[src/hdl/ufc_pkg.sv]
// Purpose: constants and carriers for the UART FIFO and line format control
// Assumes: 8-bit parallel host bus, 16x baud tick from an external generator
// Notes: register offsets are the 3-bit host address
//
// Summary of operation
// FIFO configuration register is write only; reads return nothing from it.
// RX threshold code 00/01/10/11 gives 8/16/56/60 characters.
// TX threshold code 00/01/10/11 gives 8/16/32/56 free spaces.
// TX threshold field changes only while enhanced functions enable is set.
// FIFO configuration bit 3 selects DMA signalling mode 0 or 1.
// Writing bit 2 empties TX FIFO, keeps shift register; bit self-clears.
// Writing bit 1 empties RX FIFO, keeps shift register; bit self-clears.
// Bit 0 enables both FIFOs; reset value 0 leaves them disabled.
// Character format bit 7 enables divisor latch access; resets to 0.
// Character format bit 6 holds serial output low until written back to 0.
// Forced parity: bit 4 at 0 sends/expects 1, at 1 sends/expects 0.
// Unforced parity: bit 4 at 0 odd, at 1 even.
// Bit 3 adds a parity bit on transmit and checks it on receive.
// Bit 2 at 0 gives 1 stop bit, else 1.5 for 5-bit or 2 otherwise.
// Bits 1-0 give 5, 6, 7 or 8 data bits.
// Divisor latch pair is reachable only while divisor latch enable is 1.
// Enhanced and flow character registers reachable only when format is 0xbf.
// Requests raise when RX fill or TX free space reaches its threshold.
package ufc_pkg;

  // ----------------------------------------------------------------------
  // Register map
  // ----------------------------------------------------------------------
  localparam logic [2:0] UFC_ADDR_DATA = 3'h0;
  localparam logic [2:0] UFC_ADDR_DIVH = 3'h1;
  localparam logic [2:0] UFC_ADDR_FIFO = 3'h2;
  localparam logic [2:0] UFC_ADDR_FMT = 3'h3;
  localparam logic [7:0] UFC_ENH_KEY = 8'hbf;
  localparam logic [7:0] UFC_FMT_RST = 8'h00;
  localparam logic [7:0] UFC_FIFO_RST = 8'h00;
  localparam logic [7:0] UFC_ENH_RST = 8'h00;
  localparam int UFC_ENH_EN_BIT = 4;

  // ----------------------------------------------------------------------
  // Thresholds and bit timing
  // ----------------------------------------------------------------------
  localparam int UFC_DEPTH = 64;
  localparam logic [6:0] UFC_RX_LVL0 = 7'h08;
  localparam logic [6:0] UFC_RX_LVL1 = 7'h10;
  localparam logic [6:0] UFC_RX_LVL2 = 7'h38;
  localparam logic [6:0] UFC_RX_LVL3 = 7'h3c;
  localparam logic [6:0] UFC_TX_LVL0 = 7'h08;
  localparam logic [6:0] UFC_TX_LVL1 = 7'h10;
  localparam logic [6:0] UFC_TX_LVL2 = 7'h20;
  localparam logic [6:0] UFC_TX_LVL3 = 7'h38;
  localparam logic [5:0] UFC_BIT_TICKS = 6'h10;
  localparam logic [5:0] UFC_HALF_TICKS = 6'h08;
  localparam logic [5:0] UFC_STOP15_TICKS = 6'h18;
  localparam logic [5:0] UFC_STOP2_TICKS = 6'h20;
  localparam logic [2:0] UFC_LAST_BIT5 = 3'h4;

  typedef struct packed {
    logic dlab;
    logic brk;
    logic force_par;
    logic even_sel;
    logic par_en;
    logic stop_long;
    logic [1:0] wlen;
  } ufc_fmt_s;

  typedef struct packed {
    logic [1:0] rx_trig;
    logic [1:0] tx_trig;
    logic dma;
    logic tx_clr;
    logic rx_clr;
    logic fen;
  } ufc_fifo_cfg_s;

  typedef enum {UFC_SER_IDLE, UFC_SER_START, UFC_SER_DATA, UFC_SER_PAR, UFC_SER_STOP} ufc_ser_e;

endpackage : ufc_pkg

[src/hdl/ufc_fifo.sv]
// Purpose: synchronous FIFO with valid/ready on both sides and a flush
// Assumes: single clock, synchronous active-high reset
// Notes: flush empties pointers only; stored words are left stale
`timescale 1ns/1ps
module ufc_fifo #(
  parameter int WIDTH = 8,
  parameter int DEPTH = 64
) (
  input wire logic core_clk,
  input wire logic rst,
  input wire logic flush,
  input wire logic in_valid,
  output logic in_ready,
  input wire logic [WIDTH-1:0] in_data,
  output logic out_valid,
  input wire logic out_ready,
  output logic [WIDTH-1:0] out_data,
  output logic [$clog2(DEPTH+1)-1:0] count
);
  localparam int AW = $clog2(DEPTH);
  localparam int CW = $clog2(DEPTH+1);
  logic [WIDTH-1:0] mem [DEPTH];
  logic [AW-1:0] wr_ptr;
  logic [AW-1:0] rd_ptr;
  logic push;
  logic pop;

  assign in_ready = (count != CW'(DEPTH));
  assign out_valid = (count != '0);
  assign out_data = mem[rd_ptr];
  assign push = in_valid && in_ready;
  assign pop = out_valid && out_ready;

  always_ff @(posedge core_clk)
  begin
    if (push)
    begin
      mem[flush ? '0 : wr_ptr] <= in_data;
    end
  end

  always_ff @(posedge core_clk)
  begin
    if (rst || flush)
    begin
      // A word pushed in the flush cycle survives as the only entry
      wr_ptr <= (push && !rst) ? AW'(1) : '0;
      rd_ptr <= '0;
      count <= (push && !rst) ? CW'(1) : '0;
    end
    else
    begin
      if (push)
      begin
        wr_ptr <= (wr_ptr == AW'(DEPTH - 1)) ? '0 : AW'(wr_ptr + 1'b1);
      end
      if (pop)
      begin
        rd_ptr <= (rd_ptr == AW'(DEPTH - 1)) ? '0 : AW'(rd_ptr + 1'b1);
      end
      if (push && !pop)
      begin
        count <= CW'(count + 1'b1);
      end
      else if (pop && !push)
      begin
        count <= CW'(count - 1'b1);
      end
    end
  end

endmodule : ufc_fifo

[src/hdl/ufc_line_ctrl.sv]
// Purpose: FIFO control and character format of one UART channel
// Assumes: bus strobes are one-cycle pulses synchronous to core_clk
// Notes: baud_tick16 pulses sixteen times per bit period
`timescale 1ns/1ps
module ufc_line_ctrl #(
  parameter int DEPTH = ufc_pkg::UFC_DEPTH
) (
  input wire logic core_clk,
  input wire logic rst,
  input wire logic [2:0] bus_addr,
  input wire logic [7:0] bus_wdata,
  input wire logic bus_cs,
  input wire logic bus_wr,
  input wire logic bus_rd,
  output logic [7:0] bus_rdata,
  input wire logic baud_tick16,
  input wire logic rx_pin,
  output logic tx_pin,
  output logic rx_request,
  output logic tx_request,
  output logic dma_mode,
  output logic [15:0] divisor,
  output logic enhanced_functions_enable
);
  import ufc_pkg::*;
  localparam int CW = $clog2(DEPTH+1);

  // ----------------------------------------------------------------------
  // Register state
  // ----------------------------------------------------------------------
  ufc_fmt_s fmt;
  ufc_fifo_cfg_s fcfg;
  logic [7:0] enh_reg;
  logic [7:0] xchr [4];
  logic wr_en;
  logic rd_en;
  logic enh_sel;

  assign wr_en = bus_cs && bus_wr;
  assign rd_en = bus_cs && bus_rd;
  assign enh_sel = (fmt == ufc_fmt_s'(UFC_ENH_KEY));

  // FIFO signals
  logic txf_in_valid;
  logic txf_in_ready;
  logic txf_out_valid;
  logic txf_out_ready;
  logic [7:0] txf_out_data;
  logic [CW-1:0] txf_count;
  logic rxf_in_valid;
  logic rxf_in_ready;
  logic rxf_out_valid;
  logic rxf_out_ready;
  logic [9:0] rxf_in_data;
  logic [9:0] rxf_out_data;
  logic [CW-1:0] rxf_count;

  always_ff @(posedge core_clk)
  begin
    if (rst)
    begin
      fmt <= ufc_fmt_s'(UFC_FMT_RST);
    end
    else if (wr_en && bus_addr == UFC_ADDR_FMT)
    begin
      fmt <= ufc_fmt_s'(bus_wdata);
    end
  end

  always_ff @(posedge core_clk)
  begin
    if (rst)
    begin
      fcfg <= ufc_fifo_cfg_s'(UFC_FIFO_RST);
      dma_mode <= 1'b0;
    end
    else
    begin
      fcfg.tx_clr <= 1'b0;
      fcfg.rx_clr <= 1'b0;
      if (wr_en && bus_addr == UFC_ADDR_FIFO && !fmt.dlab)
      begin
        fcfg.rx_trig <= bus_wdata[7:6];
        if (enhanced_functions_enable)
        begin
          fcfg.tx_trig <= bus_wdata[5:4];
        end
        fcfg.dma <= bus_wdata[3];
        dma_mode <= bus_wdata[3];
        fcfg.tx_clr <= bus_wdata[2];
        fcfg.rx_clr <= bus_wdata[1];
        fcfg.fen <= bus_wdata[0];
      end
    end
  end

  always_ff @(posedge core_clk)
  begin
    if (rst)
    begin
      divisor <= '0;
    end
    else if (wr_en && fmt.dlab && bus_addr == UFC_ADDR_DATA)
    begin
      divisor[7:0] <= bus_wdata;
    end
    else if (wr_en && fmt.dlab && bus_addr == UFC_ADDR_DIVH)
    begin
      divisor[15:8] <= bus_wdata;
    end
  end

  always_ff @(posedge core_clk)
  begin
    if (rst)
    begin
      enh_reg <= UFC_ENH_RST;
      enhanced_functions_enable <= 1'b0;
      for (int i = 0; i < 4; i++)
      begin
        xchr[i] <= '0;
      end
    end
    else if (wr_en && enh_sel)
    begin
      if (bus_addr == UFC_ADDR_FIFO)
      begin
        enh_reg <= bus_wdata;
        enhanced_functions_enable <= bus_wdata[UFC_ENH_EN_BIT];
      end
      if (bus_addr[2])
      begin
        xchr[bus_addr[1:0]] <= bus_wdata;
      end
    end
  end

  // ----------------------------------------------------------------------
  // Read path
  // ----------------------------------------------------------------------
  // Receive data pops only outside divisor access
  assign rxf_out_ready = rd_en && bus_addr == UFC_ADDR_DATA && !fmt.dlab;

  always_ff @(posedge core_clk)
  begin
    if (rst)
    begin
      bus_rdata <= '0;
    end
    else if (rd_en)
    begin
      bus_rdata <= '0;
      if (bus_addr == UFC_ADDR_DATA)
      begin
        if (fmt.dlab)
        begin
          bus_rdata <= divisor[7:0];
        end
        else if (rxf_out_valid)
        begin
          bus_rdata <= rxf_out_data[7:0];
        end
      end
      else if (bus_addr == UFC_ADDR_DIVH && fmt.dlab)
      begin
        bus_rdata <= divisor[15:8];
      end
      else if (bus_addr == UFC_ADDR_FIFO && enh_sel)
      begin
        bus_rdata <= enh_reg;
      end
      else if (bus_addr == UFC_ADDR_FMT)
      begin
        bus_rdata <= fmt;
      end
      else if (bus_addr[2] && enh_sel)
      begin
        bus_rdata <= xchr[bus_addr[1:0]];
      end
    end
  end

  // ----------------------------------------------------------------------
  // FIFOs
  // ----------------------------------------------------------------------
  // With FIFOs disabled only one character is held; extra ones are lost
  assign txf_in_valid = wr_en && bus_addr == UFC_ADDR_DATA && !fmt.dlab
                        && (fcfg.fen || txf_count == '0);

  ufc_fifo #(.WIDTH(8), .DEPTH(DEPTH)) u_txf (
    .core_clk(core_clk),
    .rst(rst),
    .flush(fcfg.tx_clr),
    .in_valid(txf_in_valid),
    .in_ready(txf_in_ready),
    .in_data(bus_wdata),
    .out_valid(txf_out_valid),
    .out_ready(txf_out_ready),
    .out_data(txf_out_data),
    .count(txf_count)
  );

  ufc_fifo #(.WIDTH(10), .DEPTH(DEPTH)) u_rxf (
    .core_clk(core_clk),
    .rst(rst),
    .flush(fcfg.rx_clr),
    .in_valid(rxf_in_valid),
    .in_ready(rxf_in_ready),
    .in_data(rxf_in_data),
    .out_valid(rxf_out_valid),
    .out_ready(rxf_out_ready),
    .out_data(rxf_out_data),
    .count(rxf_count)
  );

  // ----------------------------------------------------------------------
  // Threshold requests
  // ----------------------------------------------------------------------
  logic [6:0] rx_lvl;
  logic [6:0] tx_lvl;
  always_comb
  begin
    case (fcfg.rx_trig)
      2'h0: rx_lvl = UFC_RX_LVL0;
      2'h1: rx_lvl = UFC_RX_LVL1;
      2'h2: rx_lvl = UFC_RX_LVL2;
      default: rx_lvl = UFC_RX_LVL3;
    endcase
    case (fcfg.tx_trig)
      2'h0: tx_lvl = UFC_TX_LVL0;
      2'h1: tx_lvl = UFC_TX_LVL1;
      2'h2: tx_lvl = UFC_TX_LVL2;
      default: tx_lvl = UFC_TX_LVL3;
    endcase
  end

  always_ff @(posedge core_clk)
  begin
    if (rst)
    begin
      rx_request <= 1'b0;
      tx_request <= 1'b0;
    end
    else
    begin
      rx_request <= 32'(rxf_count) >= 32'(rx_lvl);
      tx_request <= (DEPTH - 32'(txf_count)) >= 32'(tx_lvl);
    end
  end

  // ----------------------------------------------------------------------
  // Character format helpers
  // ----------------------------------------------------------------------
  function automatic logic ufc_parity(input logic [7:0] d, input ufc_fmt_s f);
    logic [7:0] m;
    m = d & (8'hff >> (2'h3 - f.wlen));
    if (f.force_par)
    begin
      return !f.even_sel;
    end
    return f.even_sel ? ^m : ~^m;
  endfunction : ufc_parity

  logic [2:0] last_bit;
  logic [5:0] stop_ticks;
  assign last_bit = UFC_LAST_BIT5 + {1'b0, fmt.wlen};
  assign stop_ticks = !fmt.stop_long ? UFC_BIT_TICKS :
                      (fmt.wlen == 2'h0) ? UFC_STOP15_TICKS : UFC_STOP2_TICKS;

  // ----------------------------------------------------------------------
  // Transmitter
  // ----------------------------------------------------------------------
  ufc_ser_e tx_st;
  logic [5:0] tx_tcnt;
  logic [2:0] tx_bits;
  logic [7:0] tx_hold;
  logic tx_bit;
  logic tx_end;

  assign txf_out_ready = (tx_st == UFC_SER_IDLE);
  assign tx_end = baud_tick16 &&
                  (tx_tcnt == ((tx_st == UFC_SER_STOP) ? stop_ticks : UFC_BIT_TICKS) - 6'h1);

  always_ff @(posedge core_clk)
  begin
    if (rst)
    begin
      tx_st <= UFC_SER_IDLE;
      tx_tcnt <= '0;
      tx_bits <= '0;
      tx_hold <= '0;
      tx_bit <= 1'b1;
    end
    else if (tx_st == UFC_SER_IDLE)
    begin
      tx_tcnt <= '0;
      if (txf_out_valid)
      begin
        tx_hold <= txf_out_data;
        tx_st <= UFC_SER_START;
        tx_bit <= 1'b0;
      end
    end
    else if (baud_tick16)
    begin
      tx_tcnt <= tx_end ? '0 : 6'(tx_tcnt + 6'h1);
      if (tx_end)
      begin
        case (tx_st)
          UFC_SER_START:
          begin
            tx_st <= UFC_SER_DATA;
            tx_bits <= '0;
            tx_bit <= tx_hold[0];
          end
          UFC_SER_DATA:
          begin
            if (tx_bits == last_bit)
            begin
              tx_st <= fmt.par_en ? UFC_SER_PAR : UFC_SER_STOP;
              tx_bit <= fmt.par_en ? ufc_parity(tx_hold, fmt) : 1'b1;
            end
            else
            begin
              tx_bits <= 3'(tx_bits + 3'h1);
              tx_bit <= tx_hold[3'(tx_bits + 3'h1)];
            end
          end
          UFC_SER_PAR:
          begin
            tx_st <= UFC_SER_STOP;
            tx_bit <= 1'b1;
          end
          default:
          begin
            tx_st <= UFC_SER_IDLE;
            tx_bit <= 1'b1;
          end
        endcase
      end
    end
  end

  // Break overrides the shifter but lets it run on
  always_ff @(posedge core_clk)
  begin
    if (rst)
    begin
      tx_pin <= 1'b1;
    end
    else
    begin
      tx_pin <= fmt.brk ? 1'b0 : tx_bit;
    end
  end

  // ----------------------------------------------------------------------
  // Receiver
  // ----------------------------------------------------------------------
  ufc_ser_e rx_st;
  logic [5:0] rx_tcnt;
  logic [2:0] rx_bits;
  logic [7:0] rx_sh;
  logic rx_perr;
  logic rx_push;
  logic rx_mid;

  // Sampling re-bases on mid start bit, so later samples land mid bit
  assign rx_mid = baud_tick16 && (rx_tcnt == ((rx_st == UFC_SER_START) ?
                  UFC_HALF_TICKS : UFC_BIT_TICKS) - 6'h1);
  assign rxf_in_valid = rx_push && (fcfg.fen || rxf_count == '0);

  always_ff @(posedge core_clk)
  begin
    if (rst)
    begin
      rx_st <= UFC_SER_IDLE;
      rx_tcnt <= '0;
      rx_bits <= '0;
      rx_sh <= '0;
      rx_perr <= 1'b0;
      rx_push <= 1'b0;
      rxf_in_data <= '0;
    end
    else
    begin
      rx_push <= 1'b0;
      if (rx_st == UFC_SER_IDLE)
      begin
        rx_tcnt <= '0;
        if (baud_tick16 && !rx_pin)
        begin
          rx_st <= UFC_SER_START;
          rx_sh <= '0;
          rx_perr <= 1'b0;
        end
      end
      else if (baud_tick16)
      begin
        rx_tcnt <= rx_mid ? '0 : 6'(rx_tcnt + 6'h1);
        if (rx_mid)
        begin
          case (rx_st)
            UFC_SER_START:
            begin
              rx_st <= rx_pin ? UFC_SER_IDLE : UFC_SER_DATA;
              rx_bits <= '0;
            end
            UFC_SER_DATA:
            begin
              rx_sh[rx_bits] <= rx_pin;
              rx_bits <= 3'(rx_bits + 3'h1);
              if (rx_bits == last_bit)
              begin
                rx_st <= fmt.par_en ? UFC_SER_PAR : UFC_SER_STOP;
              end
            end
            UFC_SER_PAR:
            begin
              rx_perr <= rx_pin != ufc_parity(rx_sh, fmt);
              rx_st <= UFC_SER_STOP;
            end
            default:
            begin
              rxf_in_data <= {!rx_pin, rx_perr, rx_sh};
              rx_push <= 1'b1;
              rx_st <= UFC_SER_IDLE;
            end
          endcase
        end
      end
    end
  end

endmodule : ufc_line_ctrl

[config.mk]
export PLATFORM = sky130hd
export DESIGN_NAME = ufc_line_ctrl
export DESIGN_NICKNAME = d
export VERILOG_FILES = /design/src/hdl/ufc_pkg.sv /design/src/hdl/ufc_fifo.sv /design/src/hdl/ufc_line_ctrl.sv
export SDC_FILE = /design/constraint.sdc
export NUM_CORES = 1
export LEC_CHECK = 0
export CAP_MARGIN = 10
export CORE_MARGIN = 2
export CORE_UTILIZATION = 55
export CTS_CLUSTER_SIZE = 14
export DETAILED_ROUTE_END_ITERATION = 7
export DONT_BUFFER_PORTS = 1
export GPL_TIMING_DRIVEN = 0
export HOLD_SLACK_MARGIN = 0.05
export PLACE_DENSITY = 0.72
export SLEW_MARGIN = 30
export SYNTH_ARGS = -nofsm -noshare
export SYNTH_HDL_FRONTEND = slang
export SYNTH_SLANG_ARGS = --single-unit
[constraint.sdc]
create_clock -name core_clk -period 3.5 [get_ports core_clk]
set_input_delay 0.35 -clock core_clk [delete_from_list [all_inputs] [get_ports core_clk]]
set_output_delay 0.35 -clock core_clk [all_outputs]
set_load 0.02 [all_outputs]
### After elaboration in Yosys (flattened, before gate mapping)

Memories as Yosys holds them, arrays and structs flattened. A register that Yosys moved wholly into a read port is not among the register bits.
Cells that the tools add are included.

* flip-flop bits (word level): 193
* RAM bits: 1184
* input port bits: 18
* output and inout bits: 29
* logic and storage cells: 306
* memories: 3

* add/subtract/negate cells: 17
* order comparisons: 5
* eq/ne operators: 32
* shift-type cells: 1
* muxes and demuxes: 113
* bitwise operators: 9
* reduce and logical (&&, ||, !) cells: 88

Memory list
* u_rxf.mem: words 64, width 10, read ports 1, clocked after Yosys merged registers in 1, wr ports 1, line ufc_fifo.sv:22 `logic [WIDTH-1:0] mem [DEPTH];`
* u_txf.mem: words 64, width 8, read ports 1, clocked after Yosys merged registers in 1, wr ports 1, line ufc_fifo.sv:22
* xchr: words 4, width 8, read ports 1, clocked after Yosys merged registers in 0, wr ports 4, line ufc_line_ctrl.sv:34 `logic [7:0] xchr [4];`

Operators by type and width (count)
* 32-bit two-way mux: 10
* 32-bit one-hot mux with 3 select lines: 2
* 32-bit by 2-bit equality test with 1-bit output, second input constant: 5
* 8-bit two-way mux: 13
* 6-bit two-way mux: 17
* 32-bit by 1-bit equality test with 1-bit output, second input constant: 2
* 32-bit zero test: 2
* 1-bit two-way mux: 52
* 7-bit two-way mux: 6
* 6-bit by 1-bit adder with 6-bit output, second input constant: 6
* 6-bit one-hot mux with 3 select lines: 2
* 32-bit by 4-bit equality test with 1-bit output, second input constant: 1
* 32-bit by 7-bit >= comparator with 1-bit output: 1
* 1-bit logical AND: 32
* 6-bit equality test, second input constant: 4
* 4-bit AND reduction: 6
* 2-bit nonzero test: 10
* 8-bit AND: 2
* 8-bit XNOR reduction: 2
* 8-bit parity: 2
* 7-bit by 1-bit adder with 7-bit output, second input constant: 2
* 7-bit zero test: 2
* 7-bit != test, second input constant: 2
* 7-bit nonzero test: 2
* 44 further kinds: 80

### Logic depth before layout (Yosys ltp)

* word-level depth: 20
* mapped depth: 15
* gate-level depth less buffers: 13

### Modules after synthesis

From an unflattened synthesis, not the netlist that was laid out.

* cells, all modules: 3011
* area total of the unflattened synthesis: 54139.4 sq um

By module, submodules not included
* ufc_fifo (u_rxf): instances 1, cells each 1238, area each 25914.9 sq um, sequential area each 19849.0 sq um
* ufc_fifo (u_txf): instances 1, cells each 1052, area each 21386.8 sq um, sequential area each 16005.4 sq um
* ufc_line_ctrl: instances 1, cells each 721, area each 6837.8 sq um, sequential area each 3042.9 sq um

### Least setup slack after synthesis

OpenSTA, ideal clock, no wires.

* path kind: reg2reg
* start: register u_txf.count[1]
* end: register u_txf.count[6], data pin
* arrival: 3.289 ns
* slack: -0.055 ns
* cell stages (with the launch flop): 15
* path buffers: 1
* cells stage by stage: edfxtp_1 > or4_4 > nor4_1 > a21oi_1 > nor4_2 > buf_4 > ha_1 > inv_1 > fa_1 > a21o_1 > a21oi_1 > o21bai_1 > a21oi_1 > xnor2_1 > nor2_1

* word-level cells in the longest chain between the ends: 7

Ends and longest elaborated chain
* start, declared: line ufc_fifo.sv:18 `output logic [$clog2(DEPTH+1)-1:0] count`
* start signal, assigned: line ufc_fifo.sv:49 `count <= (push && !rst) ? CW'(1) : '0;`
* start signal, assigned: line ufc_fifo.sv:63 `count <= CW'(count + 1'b1);`
* start signal, assigned: line ufc_fifo.sv:67 `count <= CW'(count - 1'b1);`
* parallel branches: the longest is 5 deep, another holds 7-bit by 1-bit subtractor with 7-bit output
* 7-bit two-way mux *: line ufc_fifo.sv:61 `if (push && !pop)`
* 7-bit two-way mux *: line ufc_fifo.sv:44 `if (rst || flush)`

Every way passes the cells marked *. The select of a mux whose other input is x is not followed.
A chain may end at the register's enable or synchronous reset.

### Final worst setup path

* start: register u_txf.count[0]
* end: memory u_txf.mem[55][5], enable pin

* word-level cells in the longest chain between the ends: 6

Ends and longest elaborated chain
* 7-bit zero test: line ufc_line_ctrl.sv:188 `&& (fcfg.fen || txf_count == '0);`
* 1-bit logical OR: line ufc_line_ctrl.sv:188
* 1-bit logical AND: line ufc_line_ctrl.sv:188
* 1-bit logical AND *: line ufc_fifo.sv:31 `assign push = in_valid && in_ready;`
* 1-bit two-way mux *: line ufc_fifo.sv:36 `if (push)`
* 1-bit two-way mux *: line ufc_fifo.sv:38 `mem[flush ? '0 : wr_ptr] <= in_data;`
* end, declared: line ufc_fifo.sv:22

Every way passes the cells marked *; elsewhere a longest branch is shown, timed or not.

==> results.sh <==
export IMPL_yosysTopAreaCellShare=0.668
export IMPL_global_route_wire_length_before_repair_mm=177
export IMPL_asyncSetResetFlopFracSynth=0
export IMPL_rows=109
export IMPL_die_w_um=301
export IMPL_power_ir_vdd_worst_uv=539
export IMPL_final_core_utilization=0.631
export IMPL_cts_path_max_buffers=3
export IMPL_max_freq_mhz=275
export IMPL_tritoncts="built"
export IMPL_grt_max_degree=74
export IMPL_cts_htree_levels=3
export IMPL_min_delay_path_depth=2
export IMPL_worst_ep_arrival_time_ps=3970
export IMPL_post_route_worst_setup_slack_ps=-131
export IMPL_timing_final_crit_period_ps=3630
export IMPL_power_leakage_nw=16.4
export IMPL_routabilityCongestion=0.947
export IMPL_gr_usage_all_layers=0.267
export IMPL_via_count=27395
export IMPL_synth_distinct_cells=73
export IMPL_post_layout_power_mw=32.9
export IMPL_synth_sequential_area_ratio=0.717
export IMPL_placement_io_buffers=0
export IMPL_pwr_share_comb=0.122
export IMPL_violations="negative setup slack"
export IMPL_globalRoute_totalOverflow=0
export IMPL_max_slew_margin_rel=0.167
export IMPL_clkSlewWorstSetupHoldPaths_ps=70
export IMPL_outcome="finished, violations left"
export IMPL_synth_cell_area_um2=48700
export IMPL_drt_iter0_drc=3644
export IMPL_synth_top_cells_by_area="sky130_fd_sc_hd__edfxtp_1 67%, sky130_fd_sc_hd__mux4_2 9.7%, sky130_fd_sc_hd__dfxtp_1 4.9%"
export IMPL_power_share_sequential=0.482
export IMPL_timing_final_setup_violations=127
export IMPL_hold_violations=0
export IMPL_cts_inserted_buffers=116
export IMPL_netlist_instances=2869
export IMPL_post_drt_wl_per_cell_um=28.2
export IMPL_via_per_inst=6.36
export IMPL_critical_path_max_fanout=8
export IMPL_switching_share=0.239
export IMPL_routed_wirelength_mm=121
export IMPL_layout_worst_path_cycle_share=1.04
export IMPL_cts_root_buffer_cell="sky130_fd_sc_hd__clkbuf_16"
export IMPL_setup_worst_path_start_class="flip-flop"
export IMPL_worst_setup_end_kind="flip-flop"
export IMPL_final_net_count=3094
export IMPL_layout_drive_gt1_share=0.220
export IMPL_worstMarginPinSlew_ps=1250
export IMPL_hold_class="in -> reg"
export IMPL_power_report_internal_total_mw=25.0
export IMPL_syn_num_nets=2921
export IMPL_grt_pass1_vias=27299
export IMPL_clkLatencyLatePin_ps=730
export IMPL_firstDrtPassIters=6
export IMPL_rsz_0062_raised_after_global_routing="true"
export IMPL_switching_power_mw=7.86
export IMPL_detailedPlacementHpwl_mm=78.3
export IMPL_die_area_um2=90900
export IMPL_number_of_antenna_violations_at_the_first_check_in_global_routing=3
export IMPL_drc_viols=0
export IMPL_power_density_nw_per_um2=593
export IMPL_initial_core_util=0.553
export IMPL_design_portCount=47
export IMPL_synth_enable_flop_cells=1082
export IMPL_worstSetupPathType="reg -> reg"
export IMPL_cap_violations=0
export IMPL_ys_top_cells_by_count="1082 x sky130_fd_sc_hd__edfxtp_1, 263 x sky130_fd_sc_hd__nor2_1, 209 x sky130_fd_sc_hd__mux4_2"
export IMPL_synth_ff_latch_count=1201
export IMPL_clock_sinks=1201
export IMPL_yosys_warnings=0
export IMPL_syn_mean_instance_area_um2=17.0
export IMPL_required_worst_endpoint_ps=3840
export IMPL_synth_largest_area_cell="sky130_fd_sc_hd__edfxtp_1"
export IMPL_ys_dominant_reg_cell="sky130_fd_sc_hd__edfxtp_1"
export IMPL_detail_route_antenna_nets=0
export IMPL_finalClockSkew_ps=65.0
export IMPL_placeableCoreArea_um2=88000
export IMPL_top_regs="u_rxf.mem: 512 flops, u_txf.mem: 512 flops, xchr: 32 flops"
export IMPL_layout_area_overhead_vs_synth_pct=14.0
export IMPL_dieHeight_um=301
export IMPL_post_synth_top_count_cell="sky130_fd_sc_hd__edfxtp_1"
export IMPL_worst_r2r_cell_count=7
export IMPL_clock_power_share=0.396
export IMPL_slew_violations=0
## path summary, 6_finish.rpt
path / start / endpoint / slack [ps]
setup / recovery: u_txf.count[0]$_DFFE_PP_ / u_txf.mem[55][5]$_DFFE_PP_ / -130
hold / removal: rst / xchr[3][6]$_DFFE_PP_ / 120
setup reg to reg: u_txf.count[0]$_DFFE_PP_ / u_txf.mem[55][5]$_DFFE_PP_ / -130
hold reg to reg: rx_sh[7]$_SDFFE_PP0P_ / rx_sh[7]$_SDFFE_PP0P_ / 470
## critical path, stage by stage (launching register included)
cell and delay (ps):
sky130_fd_sc_hd__edfxtp_1 410, sky130_fd_sc_hd__or4_4 590, sky130_fd_sc_hd__nor4_4 340, sky130_fd_sc_hd__a21oi_4 70, sky130_fd_sc_hd__nor4_4 260, sky130_fd_sc_hd__buf_6 200
sky130_fd_sc_hd__nand4b_2 630, sky130_fd_sc_hd__nor2_2 720
## logic make-up (layout without fill, tap and decap cells)
group / count (synthesis) / in the layout / synth area share
AND/OR/NAND/NOR: 674 / 674 / 0.0647
flip-flops: 1201 / 1201 / 0.717
adder cells (fa/ha/maj): 34 / 34 / 0.00905
AO/OA/AOI/OAI: 312 / 312 / 0.0416
other: 0 / 1 / 0
buffers and inverters: 175 / 447 / 0.0171
multiplexers: 422 / 422 / 0.141
XOR/XNOR: 51 / 51 / 0.00946
## metal layers
| layer | track usage | routed length (um) | share of wire |
|---|---|---|---|
| met1 | 0.376 | 48100 | 0.40 |
| met2 | 0.419 | 57700 | 0.48 |
| met3 | 0.0549 | 11400 | 0.094 |
| met4 | 0.0942 | 4080 | 0.034 |
| met5 | 0 | 30 | 0.00025 |
## through the flow
| stage | hold WS (ps) | setup TNS, ps | cell area [um^2] | cells | setup WS [ps] |
|---|---|---|---|---|---|
| 5_1_grt | 120 | -16600 | 55500 | 4307 | -154 |
| 3_5_place_dp | 458 | -295850 | 50200 | 4038 | -807 |
| 4_1_cts | 88.5 | -9240 | 55000 | 4286 | -226 |
| 3_3_place_gp | 453 | -222180 | 50100 | 4034 | -698 |
| 6_report | 125 | -6950 | 55500 | 4307 | -131 |
| 2_1_floorplan | 427 | 0 | 48700 | 2869 | 1.27 |
## power by group through the flow
stage / Combinational (mW) / Sequential [mW] / Clock [mW]
2_1_floorplan: 2.57 / 16.1 / 0
3_3_place_gp: 3.54 / 16.1 / 0
3_5_place_dp: 3.60 / 16.1 / 0
4_1_cts: 3.90 / 15.8 / 13.1
5_1_grt: 4.23 / 15.9 / 13.6
6_report: 4.00 / 15.8 / 13.0
## placed cells by master, fill, tap and decap left out, drive strengths merged, types with 37 or more instances in the layout
| cell type | n |
|---|---|
| clkbuf | 215 |
| nand2 | 175 |
| nor2 | 263 |
| nand3 | 52 |
| mux4 | 209 |
| edfxtp | 1082 |
| clkinv | 42 |
| mux2i | 182 |
| a22oi | 51 |
| buf | 116 |
| o21ai | 48 |
| dfxtp | 119 |
| a21oi | 103 |
| inv | 37 |
## what timing repair did
action / CTS / global route
buffers inserted: 11 / 21
setup endpoints to repair: 919 / 821
hold buffers: 20 / 0
pin swaps: 10 / 12
resized for setup: 116 / 66
hold endpoints to repair: 602 / 0
## layout make-up
cell class	instances	area, um^2
Buffer	141	711
Inverter	33	129
Timing Repair Buffer	56	717
Tap cell	1165	1460
Sequential cell	1201	34900
Antenna cell	1	2.50
Fill cell	5980	32500
Clock buffer	146	3150
Multi-Input combinational cell	1493	13600
Clock inverter	71	850
No activity file was read; power rests on OpenSTA's default activity.
